==> config.mk <==
export PLATFORM = sky130hd
export DESIGN_NAME = act_regs
export DESIGN_NICKNAME = d
export VERILOG_FILES = /design/src/rtl/act_pkg.sv /design/src/rtl/act_regs.sv
export SDC_FILE = /design/constraint.sdc
export NUM_CORES = 1
export LEC_CHECK = 0
export BUFFER_PORTS_ARGS = -buffer_cell sky130_fd_sc_hd__buf_4
export CAP_MARGIN = 20
export CORE_MARGIN = 3
export CORE_UTILIZATION = 25
export CTS_CLUSTER_SIZE = 20
export DETAILED_ROUTE_END_ITERATION = 16
export HOLD_SLACK_MARGIN = 0.15
export PLACE_DENSITY = 0.49
export REMOVE_ABC_BUFFERS = 1
export SYNTH_ARGS = -nofsm -noshare
export SYNTH_HDL_FRONTEND = slang
export SYNTH_SLANG_ARGS = --single-unit
export TNS_END_PERCENT = 100
==> constraint.sdc <==
create_clock -name clk_sys -period 7.7 [get_ports clk_sys]
set_input_delay 1.155 -clock clk_sys [delete_from_list [all_inputs] [get_ports clk_sys]]
set_output_delay 1.155 -clock clk_sys [all_outputs]
set_load 0.03 [all_outputs]
==> src/rtl/act_pkg.sv <==
// shared constants for the computation threshold register block
package act_pkg;

	// --------------------------------------------------------------
	// register word indices on the avalon bus
	// --------------------------------------------------------------
	localparam logic [3:0] OFS_ACC_HIGH   = 4'h0;
	localparam logic [3:0] OFS_ACC_LOW    = 4'h1;
	localparam logic [3:0] OFS_STPT_HIGH  = 4'h2;
	localparam logic [3:0] OFS_STPT_LOW   = 4'h3;
	localparam logic [3:0] OFS_ERR_HIGH   = 4'h4;
	localparam logic [3:0] OFS_ERR_LOW    = 4'h5;
	localparam logic [3:0] OFS_LTH_HIGH   = 4'h6;
	localparam logic [3:0] OFS_LTH_LOW    = 4'h7;
	localparam logic [3:0] OFS_UTH_HIGH   = 4'h8;
	localparam logic [3:0] OFS_UTH_LOW    = 4'h9;
	localparam logic [3:0] OFS_CTRL_THREE = 4'ha;
	localparam logic [3:0] OFS_STATUS     = 4'hb;
	localparam logic [3:0] OFS_IRQ_STAT   = 4'hc;
	localparam logic [3:0] OFS_IRQ_MASK   = 4'hd;

	// --------------------------------------------------------------
	// field positions
	// --------------------------------------------------------------
	localparam int CALC_SEL_LSB  = 0;   // converter_control_three[2:0]
	localparam int TMD_LSB       = 4;   // converter_control_three[6:4]
	localparam int STAT_LTH_BIT  = 0;   // lower_threshold_flag
	localparam int STAT_UTH_BIT  = 1;   // upper_threshold_flag
	localparam int IRQ_THR_BIT   = 0;   // threshold event
	localparam int IRQ_CALC_BIT  = 1;   // calculation done event

	// --------------------------------------------------------------
	// reset values of control state
	// --------------------------------------------------------------
	localparam logic [2:0]  RST_CALC_SEL = 3'h0;
	localparam logic [2:0]  RST_TMD      = 3'h0;
	localparam logic [1:0]  RST_IRQ      = 2'h0;
	localparam logic [31:0] RST_RDATA    = 32'h0000_0000;

	// --------------------------------------------------------------
	// calculation select codes
	// --------------------------------------------------------------
	localparam logic [2:0] CALC_RES_PREV = 3'h0;
	localparam logic [2:0] CALC_RES_STPT = 3'h1;
	localparam logic [2:0] CALC_FLT_STPT = 3'h2;
	localparam logic [2:0] CALC_PREV_STPT = 3'h3;

	// --------------------------------------------------------------
	// threshold interrupt mode codes
	// --------------------------------------------------------------
	localparam logic [2:0] TMD_NEVER     = 3'h0;
	localparam logic [2:0] TMD_BELOW     = 3'h1;
	localparam logic [2:0] TMD_NOT_BELOW = 3'h2;
	localparam logic [2:0] TMD_INSIDE    = 3'h3;
	localparam logic [2:0] TMD_OUTSIDE   = 3'h4;
	localparam logic [2:0] TMD_NOT_ABOVE = 3'h5;
	localparam logic [2:0] TMD_ABOVE     = 3'h6;
	localparam logic [2:0] TMD_ALWAYS    = 3'h7;

endpackage : act_pkg

==> src/rtl/act_regs.sv <==
// computation threshold register block with avalon-mm slave
// How it works
// - accumulator high byte reads accumulator bits 15:8, sign included
// - accumulator low byte holds accumulator bits 7:0, read and write
// - 16-bit setpoint in two bytes, an operand of the error when selected
// - 16-bit error in two bytes, read only, made by selected calculation
// - error compared with lower and upper thresholds sets two status flags
// - threshold mode decides whether a comparison outcome raises the request
// - data registers have no reset value; reset keeps accumulator and setpoint
module act_regs
	import act_pkg::*;
(
	input  wire logic        clk_sys,
	input  wire logic        rst_n,
	input  wire logic [3:0]  avs_address,
	input  wire logic        avs_read,
	input  wire logic        avs_write,
	input  wire logic [31:0] avs_writedata,
	input  wire logic [3:0]  avs_byteenable,
	output logic      [31:0] avs_readdata,
	output logic             avs_waitrequest,
	input  wire logic        calc_done,
	input  wire logic [15:0] result_in,
	input  wire logic [15:0] previous_in,
	input  wire logic [15:0] filter_in,
	input  wire logic        acc_load,
	input  wire logic [15:0] acc_in,
	output logic             upper_threshold_flag,
	output logic             lower_threshold_flag,
	output logic             threshold_req,
	output logic             irq
);

	// --------------------------------------------------------------
	// state
	// --------------------------------------------------------------
	logic [15:0] acc_r,  acc_nxt;
	logic [15:0] stpt_r, stpt_nxt;
	logic [15:0] err_r,  err_nxt;
	logic [15:0] lth_r,  lth_nxt;
	logic [15:0] uth_r,  uth_nxt;
	logic [2:0]  calc_sel_r, calc_sel_nxt;
	logic [2:0]  tmd_r,      tmd_nxt;
	logic        uflag_r,    uflag_nxt;
	logic        lflag_r,    lflag_nxt;
	logic        treq_r,     treq_nxt;
	logic [1:0]  istat_r,    istat_nxt;
	logic [1:0]  imask_r,    imask_nxt;
	logic        irq_r,      irq_nxt;
	logic        wait_r,     wait_nxt;
	logic [31:0] rdata_r,    rdata_nxt;

	logic        wr_go;
	logic        rd_take;
	logic        be0;
	logic [7:0]  wbyte;
	logic        above;
	logic        below;
	logic        hit;

	// --------------------------------------------------------------
	// bus handshake
	// --------------------------------------------------------------
	// one wait cycle per access keeps readdata a registered value
	assign rd_take = avs_read && wait_r;
	assign wr_go   = avs_write && !wait_r;
	assign be0     = avs_byteenable[0];
	assign wbyte   = avs_writedata[7:0];

	always_comb begin
		wait_nxt  = 1'b1;
		rdata_nxt = rdata_r;
		if ((avs_read || avs_write) && wait_r) begin
			wait_nxt = 1'b0;
		end
		if (rd_take) begin
			rdata_nxt = RST_RDATA;
			case (avs_address)
				OFS_ACC_HIGH:   rdata_nxt[7:0] = acc_r[15:8];
				OFS_ACC_LOW:    rdata_nxt[7:0] = acc_r[7:0];
				OFS_STPT_HIGH:  rdata_nxt[7:0] = stpt_r[15:8];
				OFS_STPT_LOW:   rdata_nxt[7:0] = stpt_r[7:0];
				OFS_ERR_HIGH:   rdata_nxt[7:0] = err_r[15:8];
				OFS_ERR_LOW:    rdata_nxt[7:0] = err_r[7:0];
				OFS_LTH_HIGH:   rdata_nxt[7:0] = lth_r[15:8];
				OFS_LTH_LOW:    rdata_nxt[7:0] = lth_r[7:0];
				OFS_UTH_HIGH:   rdata_nxt[7:0] = uth_r[15:8];
				OFS_UTH_LOW:    rdata_nxt[7:0] = uth_r[7:0];
				OFS_CTRL_THREE: begin
					rdata_nxt[CALC_SEL_LSB +: 3] = calc_sel_r;
					rdata_nxt[TMD_LSB +: 3]      = tmd_r;
				end
				OFS_STATUS: begin
					rdata_nxt[STAT_LTH_BIT] = lflag_r;
					rdata_nxt[STAT_UTH_BIT] = uflag_r;
				end
				OFS_IRQ_STAT:   rdata_nxt[1:0] = istat_r;
				OFS_IRQ_MASK:   rdata_nxt[1:0] = imask_r;
				default:        rdata_nxt = RST_RDATA;
			endcase
		end
	end

	// --------------------------------------------------------------
	// data registers
	// --------------------------------------------------------------
	always_comb begin
		acc_nxt  = acc_r;
		stpt_nxt = stpt_r;
		err_nxt  = err_r;
		lth_nxt  = lth_r;
		uth_nxt  = uth_r;
		// reset holds the data, it never clears it
		if (rst_n) begin
			if (wr_go && be0) begin
				case (avs_address)
					OFS_ACC_HIGH:  acc_nxt[15:8]  = wbyte;
					OFS_ACC_LOW:   acc_nxt[7:0]   = wbyte;
					OFS_STPT_HIGH: stpt_nxt[15:8] = wbyte;
					OFS_STPT_LOW:  stpt_nxt[7:0]  = wbyte;
					OFS_LTH_HIGH:  lth_nxt[15:8]  = wbyte;
					OFS_LTH_LOW:   lth_nxt[7:0]   = wbyte;
					OFS_UTH_HIGH:  uth_nxt[15:8]  = wbyte;
					OFS_UTH_LOW:   uth_nxt[7:0]   = wbyte;
					default:       acc_nxt        = acc_r;
				endcase
			end
			// converter load wins over a software byte write in the same cycle
			if (acc_load) begin
				acc_nxt = acc_in;
			end
			if (calc_done) begin
				case (calc_sel_r)
					CALC_RES_PREV:  err_nxt = 16'(result_in - previous_in);
					CALC_RES_STPT:  err_nxt = 16'(result_in - stpt_r);
					CALC_FLT_STPT:  err_nxt = 16'(filter_in - stpt_r);
					CALC_PREV_STPT: err_nxt = 16'(previous_in - stpt_r);
					default:        err_nxt = 16'(result_in - stpt_r);
				endcase
			end
		end
	end

	// no reset: contents are unknown at power up and kept over other resets
	always_ff @(posedge clk_sys) begin
		acc_r  <= acc_nxt;
		stpt_r <= stpt_nxt;
		err_r  <= err_nxt;
		lth_r  <= lth_nxt;
		uth_r  <= uth_nxt;
	end

	// --------------------------------------------------------------
	// compare, flags and interrupt
	// --------------------------------------------------------------
	assign above = $signed(err_nxt) > $signed(uth_r);
	assign below = $signed(err_nxt) < $signed(lth_r);

	always_comb begin
		case (tmd_r)
			TMD_NEVER:     hit = 1'b0;
			TMD_BELOW:     hit = below;
			TMD_NOT_BELOW: hit = !below;
			TMD_INSIDE:    hit = !below && !above;
			TMD_OUTSIDE:   hit = below || above;
			TMD_NOT_ABOVE: hit = !above;
			TMD_ABOVE:     hit = above;
			TMD_ALWAYS:    hit = 1'b1;
			default:       hit = 1'b0;
		endcase
	end

	always_comb begin
		calc_sel_nxt = calc_sel_r;
		tmd_nxt      = tmd_r;
		uflag_nxt    = uflag_r;
		lflag_nxt    = lflag_r;
		treq_nxt     = 1'b0;
		imask_nxt    = imask_r;
		istat_nxt    = istat_r;
		if (wr_go && be0 && avs_address == OFS_CTRL_THREE) begin
			calc_sel_nxt = wbyte[CALC_SEL_LSB +: 3];
			tmd_nxt      = wbyte[TMD_LSB +: 3];
		end
		if (wr_go && be0 && avs_address == OFS_IRQ_MASK) begin
			imask_nxt = wbyte[1:0];
		end
		if (wr_go && be0 && avs_address == OFS_IRQ_STAT) begin
			istat_nxt = istat_r & ~wbyte[1:0];
		end
		if (calc_done) begin
			uflag_nxt = above;
			lflag_nxt = below;
			treq_nxt  = hit;
			// a new event beats a write-one-to-clear in the same cycle
			istat_nxt[IRQ_CALC_BIT] = 1'b1;
			if (hit) begin
				istat_nxt[IRQ_THR_BIT] = 1'b1;
			end
		end
		irq_nxt = |(istat_nxt & imask_nxt);
	end

	always_ff @(posedge clk_sys) begin
		if (!rst_n) begin
			calc_sel_r <= RST_CALC_SEL;
			tmd_r      <= RST_TMD;
			uflag_r    <= 1'b0;
			lflag_r    <= 1'b0;
			treq_r     <= 1'b0;
			istat_r    <= RST_IRQ;
			imask_r    <= RST_IRQ;
			irq_r      <= 1'b0;
			wait_r     <= 1'b1;
			rdata_r    <= RST_RDATA;
		end else begin
			calc_sel_r <= calc_sel_nxt;
			tmd_r      <= tmd_nxt;
			uflag_r    <= uflag_nxt;
			lflag_r    <= lflag_nxt;
			treq_r     <= treq_nxt;
			istat_r    <= istat_nxt;
			imask_r    <= imask_nxt;
			irq_r      <= irq_nxt;
			wait_r     <= wait_nxt;
			rdata_r    <= rdata_nxt;
		end
	end

	assign avs_readdata         = rdata_r;
	assign avs_waitrequest      = wait_r;
	assign upper_threshold_flag = uflag_r;
	assign lower_threshold_flag = lflag_r;
	assign threshold_req        = treq_r;
	assign irq                  = irq_r;
endmodule : act_regs

# [After elaboration in Yosys (flattened, before gate mapping)]
# Cells that the tools add are included.
[word_totals] input_bits=110 wordCells=97 out_inout_bits=37 ff_bits=103
[op_classes] n_eq_ne=22 n_lt_le_gt_ge=2 mux=18 reduce_logical=29 add_sub_neg=4 bitwise_logic=3
[op_table] op="$mux W16" count=4
[op_table] op="$sub A16 B16 Y16" count=4
[op_table] op="$pmux W16 S3" count=1
[op_table] op="$pmux W3 S11" count=1
[op_table] op="$pmux W2 S14" count=1
[op_table] op="$eq A4 B4 Y1 const B" count=6
[op_table] op="$reduce_and A3 Y1" count=8
[op_table] op="$pmux W1 S10" count=2
[op_table] op="$eq A4 B3 Y1 const B" count=4
[op_table] op="$gt A16 B16 Y1" count=1
[op_table] op="$lt A16 B16 Y1" count=1
[op_table] op="$mux W8" count=2
[op_table] op="$eq A3 B2 Y1 const B" count=4
[op_table] op="$eq A3 B3 Y1 const B" count=4
[op_table] op="$pmux W1 S11" count=1
[op_table] op="$eq A4 B2 Y1 const B" count=2
[op_table] op="$logic_and A1 B1 Y1" count=8
[op_table] op="$pmux W1 S8" count=1
[op_table] op="$logic_not A3 Y1" count=2
[op_table] op="$mux W2" count=3
[op_table] op="$reduce_bool A2 Y1" count=3
[op_table] op="$and A2 B2 Y2" count=2
[op_table] op="$eq A4 B1 Y1 const B" count=1
[op_table] op="$logic_not A4 Y1" count=1
[op_table] op="7 further kinds" count=11

# [Logic depth before layout (Yosys ltp)]
[logic_depth] word_depth=12 depth_mapped=24

# [Worst setup path after synthesis]
# Ideal clock, no wire load.
[synth_path] path_type="input-to-reg" from="input previous_in[0]" to="register irq_r, in the netlist irq" arrival_ns=5.441 path_slack_ns=2.137 path_stages=23 path_buffers=0 path_cell_list="mux2i_1 -> nor2_1 -> a21oi_1 -> ha_1 -> inv_1 -> fa_1 -> a21oi_1 -> o21ai_0 -> a2111o_1 -> a31oi_1 -> xor2_1 -> nor2_1 -> a21oi_1 -> o21ai_0 -> ha_1 -> nand4_1 -> or3_1 -> a2111oi_2 -> a2111oi_2 -> mux2_4 -> a211o_1 -> a32oi_2 -> o21ai_1"
[synth_between] elab_chain_len=12 word_cells_on_any_way=16
[synth_rtl] item="start, declared" line="act_regs.sv:24" text="input wire logic [15:0] previous_in,"
[synth_rtl] item="$sub A16 B16 Y16, on equally long branches" line="act_regs.sv:137, act_regs.sv:134"
[synth_rtl] item="$pmux W16 S3 (*)" line="act_regs.sv:133" text="case (calc_sel_r)"
[synth_rtl] item="$mux W16 (*)" line="act_regs.sv:132" text="if (calc_done) begin"
[synth_rtl] item="$mux W16 (*)" line="act_regs.sv:114" text="if (rst_n) begin"
[synth_rtl] item="net err_nxt[10]" line="act_regs.sv:39" text="logic [15:0] err_r, err_nxt;"
[synth_rtl] item="$lt A16 B16 Y1 or $gt A16 B16 Y1 (tied branches)" line="act_regs.sv:157, act_regs.sv:156"
[synth_rtl] item="$logic_not A1 Y1, on equally long branches" line="act_regs.sv:163, act_regs.sv:164, act_regs.sv:166"
[synth_rtl] item="$logic_and A1 B1 Y1" line="act_regs.sv:164" text="TMD_INSIDE: hit = !below && !above;"
[synth_rtl] item="$pmux W1 S8 (*)" line="act_regs.sv:160" text="case (tmd_r)"
[synth_rtl] item="$mux W1 (*)" line="act_regs.sv:197" text="if (hit) begin"
[synth_rtl] item="$mux W2 (*)" line="act_regs.sv:191" text="if (calc_done) begin"
[synth_rtl] item="$and A2 B2 Y2 (*)" line="act_regs.sv:201" text="irq_nxt = |(istat_nxt & imask_nxt);"
[synth_rtl] item="$reduce_or A2 Y1 (*)" line="act_regs.sv:201"
[synth_rtl] item="end signal, assigned" line="act_regs.sv:224" text="irq_r <= irq_nxt;"
[synth_rtl] item="end, declared" line="act_regs.sv:49" text="logic irq_r, irq_nxt;"
# Mark *: on every way through the listed nets, which the timed path passes. The rest lies on a longest branch.
# A chain may end at the register's enable or synchronous reset.

# [Worst setup path after layout]
# Ends and elaborated chain as after synthesis.

==> impl_metrics.yaml <==
synth:
  synth_cells: 809
  synth.distinct_cells: 63
  ys_warn_count: 0
  yosysSeqAreaShare_pct: 37.1
  synth.cell_area_um2: 7280
  synth-main-ff-cell: "edfxtp_1"
  yosys_register_bits: 103
  synth_edf_count: 64
  async_flop_share_pct: 0
  synth_area_per_cell_um2: 8.99
clocking:
  cts_made_buffers: 9
  htree_levels: 3
  cts_root_buf: "clkbuf_16"
  cts.sinks: 103
  cts_setup_buffers: 0
  clk_path_buf_depth: 2
  cts_tree: "yes"
  worstSkewPairLatency_ns: 0.36
  hold_buffers: 0
  clk_pin_slew_worst_paths_ns: 0.07
  cts_resized: 0
timing:
  finalSetupTns_ns: 0
  fmax_mhz: 164
  maxSlewHeadroom_pct: 36.8
  skew_ns: 0.00978
  hold_viol_final: 0
  finalSetupViolCount: 0
  drv_slew: 0
  fin_ws_ns: 1.60
  rsz0062_at_grt: "no"
  fin_crit_ns: 6.10
  worst_slew_pin_slew_ns: 0.944
  fin_crit_sh_pct: 79.3
die:
  pin_count: 147
  dieArea_um2: 31200
  core_um2: 28200
  die_x_um: 177
  start_util_pct: 25.8
  die_h_um: 177
  rows: 61
worst_setup_path:
  cpMaxStageDelayCell: "a2111o_1"
  max_stage_delay_ns: 0.50
  startpoint_type: "primary input"
  critPathKind: "primary input to flip-flop"
  cp_cell_sequence: "buf_4, mux2i_1, nor2_1, a21oi_1, ha_1, inv_1, fa_1, a21oi_1, o21ai_0, a2111o_1, a31oi_1, xor2_1, nor2_1, a21oi_1, o21ai_0, ha_1, nand4_1, or3_1, a2111oi_2, a2111oi_2, mux2_4, a211o_1, a32oi_2, o21ai_1"
  path_buf_inv: 2
  cp_max_fo: 3
  arrival_ns: 6.35
  cp.required_ns: 7.94
  crit_path_end_kind: "flip-flop"
  cpMostUsedCell: "a21oi_1"
  cpLargestDelayFamily: "compound AO/OA/AOI/OAI gates"
route:
  met3_length_um: 1300
  wl_met1_um: 11000
  drc: 0
  drt-total-wl_um: 23500
  dr.pass1.iters: 5
  detail_route.vias_per_cell: 4.79
  ant_nets: 0
  topRoutingLayerUsed: "met4"
  drt_iter0_markers: 382
  met2_length_um: 10900
  vias: 6083
  routedWlPerCell_um: 18.5
placed_design:
  port_buffers: 95
  dpl.hpwl_um: 18200
  place.gp.congestion: 0.871
  pre_cts_slack_ns: 1.14
pwr:
  power_leakage_uw: 0.00375
  p_per_area_nw_per_um2: 174
  peakVddDrop_mv: 0.106
status:
  status: "finished, final reports clean"
grt:
  grt_pass1_vias: 5827
  grt_pass1_wl_um: 35200
  grt_start_max_net_pins: 38
  grt-ovfl-total: 0
  antenna_found_initial: 0
  grt_use_total_pct: 15.0
worst_hold_path:
  hold_path.class: "flip-flop to flip-flop"
final_layout:
  drive_gt1_share_pct: 14.7
  syn2layout_area_growth_pct: 18.6
  antenna_cells: 0
  nets: 1062
run:
  cap_violations: 0
[worst min-delay path, stage by stage, from the launching register on]
cell and delay (ns):
dfxtp_1 0.31, nand2_1 0.05, a21boi_0 0.06
[report_power, final]
group          switching (uW)  internal, uW  total (uW)  leakage (uW)
sequential               21.3           615         636      0.000905
combinational             225           155         379       0.00269
clock                     206           283         490      0.000147
[layout by cell type, fill, tap and decap left out, types with 9 or more instances in the layout]
cell / count
nand2b_1: 17
clkbuf_16: 9
edfxtp_1: 64
a22oi_1: 12
xor2_1: 9
a21oi_1: 38
nor2b_1: 22
xnor2_1: 17
a21o_1: 11
nor3_1: 12
nand3_1: 11
mux2i_1: 36
a31oi_1: 17
nor2_1: 46
ha_1: 61
conb_1: 24
nand2_1: 99
o21ai_0: 64
buf_4: 101
dfxtp_1: 39
inv_1: 71
[metrics by stage]
stage	power (uW)	utilization (%)	hold slack (ns)	instance area (um2)	instances
5_1_grt	1580	30.6	0.496	8630	1271
3_3_place_gp	1030	29.4	0.444	8290	1254
4_1_cts	1520	30.5	0.472	8600	1270
2_1_floorplan	875	-	0.474	7060	776
6_report	1510	30.6	0.471	8630	1271
3_5_place_dp	1030	29.4	0.455	8300	1255
[routing by layer]
| layer | vias to the layer above | GRT usage, % |
|---|---|---|
| met1 | 2888 | 21.4 |
| met3 | 13 | 2.43 |
| met2 | 169 | 24.3 |
| met5 | - | 0 |
| met4 | 0 | 2.82 |
| li1 | 3013 | - |
[registers in the layout, summed over array words and instances (netlist names)]
register              flops
acc_r                    16
err_r                    16
lth_r                    16
stpt_r                   16
uth_r                    16
avs_readdata              8
calc_sel_r                3
tmd_r                     3
imask_r                   2
istat_r                   2
avs_waitrequest           1
irq                       1
lower_threshold_flag      1
threshold_req             1
upper_threshold_flag      1
[final cells by class]
cell class / instances / area (um2)
clock buffer: 11 / 233
clock inverter: 4 / 72.6
fill: 3043 / 19600
inverter: 71 / 267
multi-input combinational: 602 / 4100
sequential: 103 / 2700
tap: 378 / 473
timing repair buffer: 102 / 786
[synthesized netlist by cell type, types with 9 or more instances]
cell type   n  area (um2)
a21o_1     11        82.6
buf_4      24         180
a21oi_1    38         190
xor2_1      9        78.8
inv_1      71         267
o21ai_0    64         320
xnor2_1    17         149
edfxtp_1   64        1920
dfxtp_1    39         781
mux2i_1    36         360
nor2b_1    22         138
a31oi_1    17         106
nand2_1    99         372
nor3_1     13        65.1
nand2b_1   17         106
nor2_1     46         173
nand3_1    11        55.1
ha_1       61         763
a22oi_1    12        90.1
clkbuf_1   27         101
[worst paths after layout]
path | cells past startpoint | startpoint | slack [ns] | endpoint
worst min register to register | 2 | avs_readdata[2]$_SDFFE_PN0P_ | 0.47 | avs_readdata[2]$_SDFFE_PN0P_
worst max register to register | 24 | calc_sel_r[2]$_SDFFE_PN0P_ | 1.72 | irq$_SDFF_PN0_
worst min-delay path | 2 | avs_readdata[2]$_SDFFE_PN0P_ | 0.47 | avs_readdata[2]$_SDFFE_PN0P_
worst max-delay path | 24 | previous_in[0] | 1.60 | irq$_SDFF_PN0_
[kinds of logic after synthesis]
group           share of synthesized area (%)
simple gates                             14.8
fa+ha+maj                                11.0
other cells                            0.0515
mux                                      7.07
buf+inv                                  7.81
xor+xnor                                 3.13
flops                                    37.1
compound gates                           19.0
Note: power is estimated with default switching activity, not from simulation.
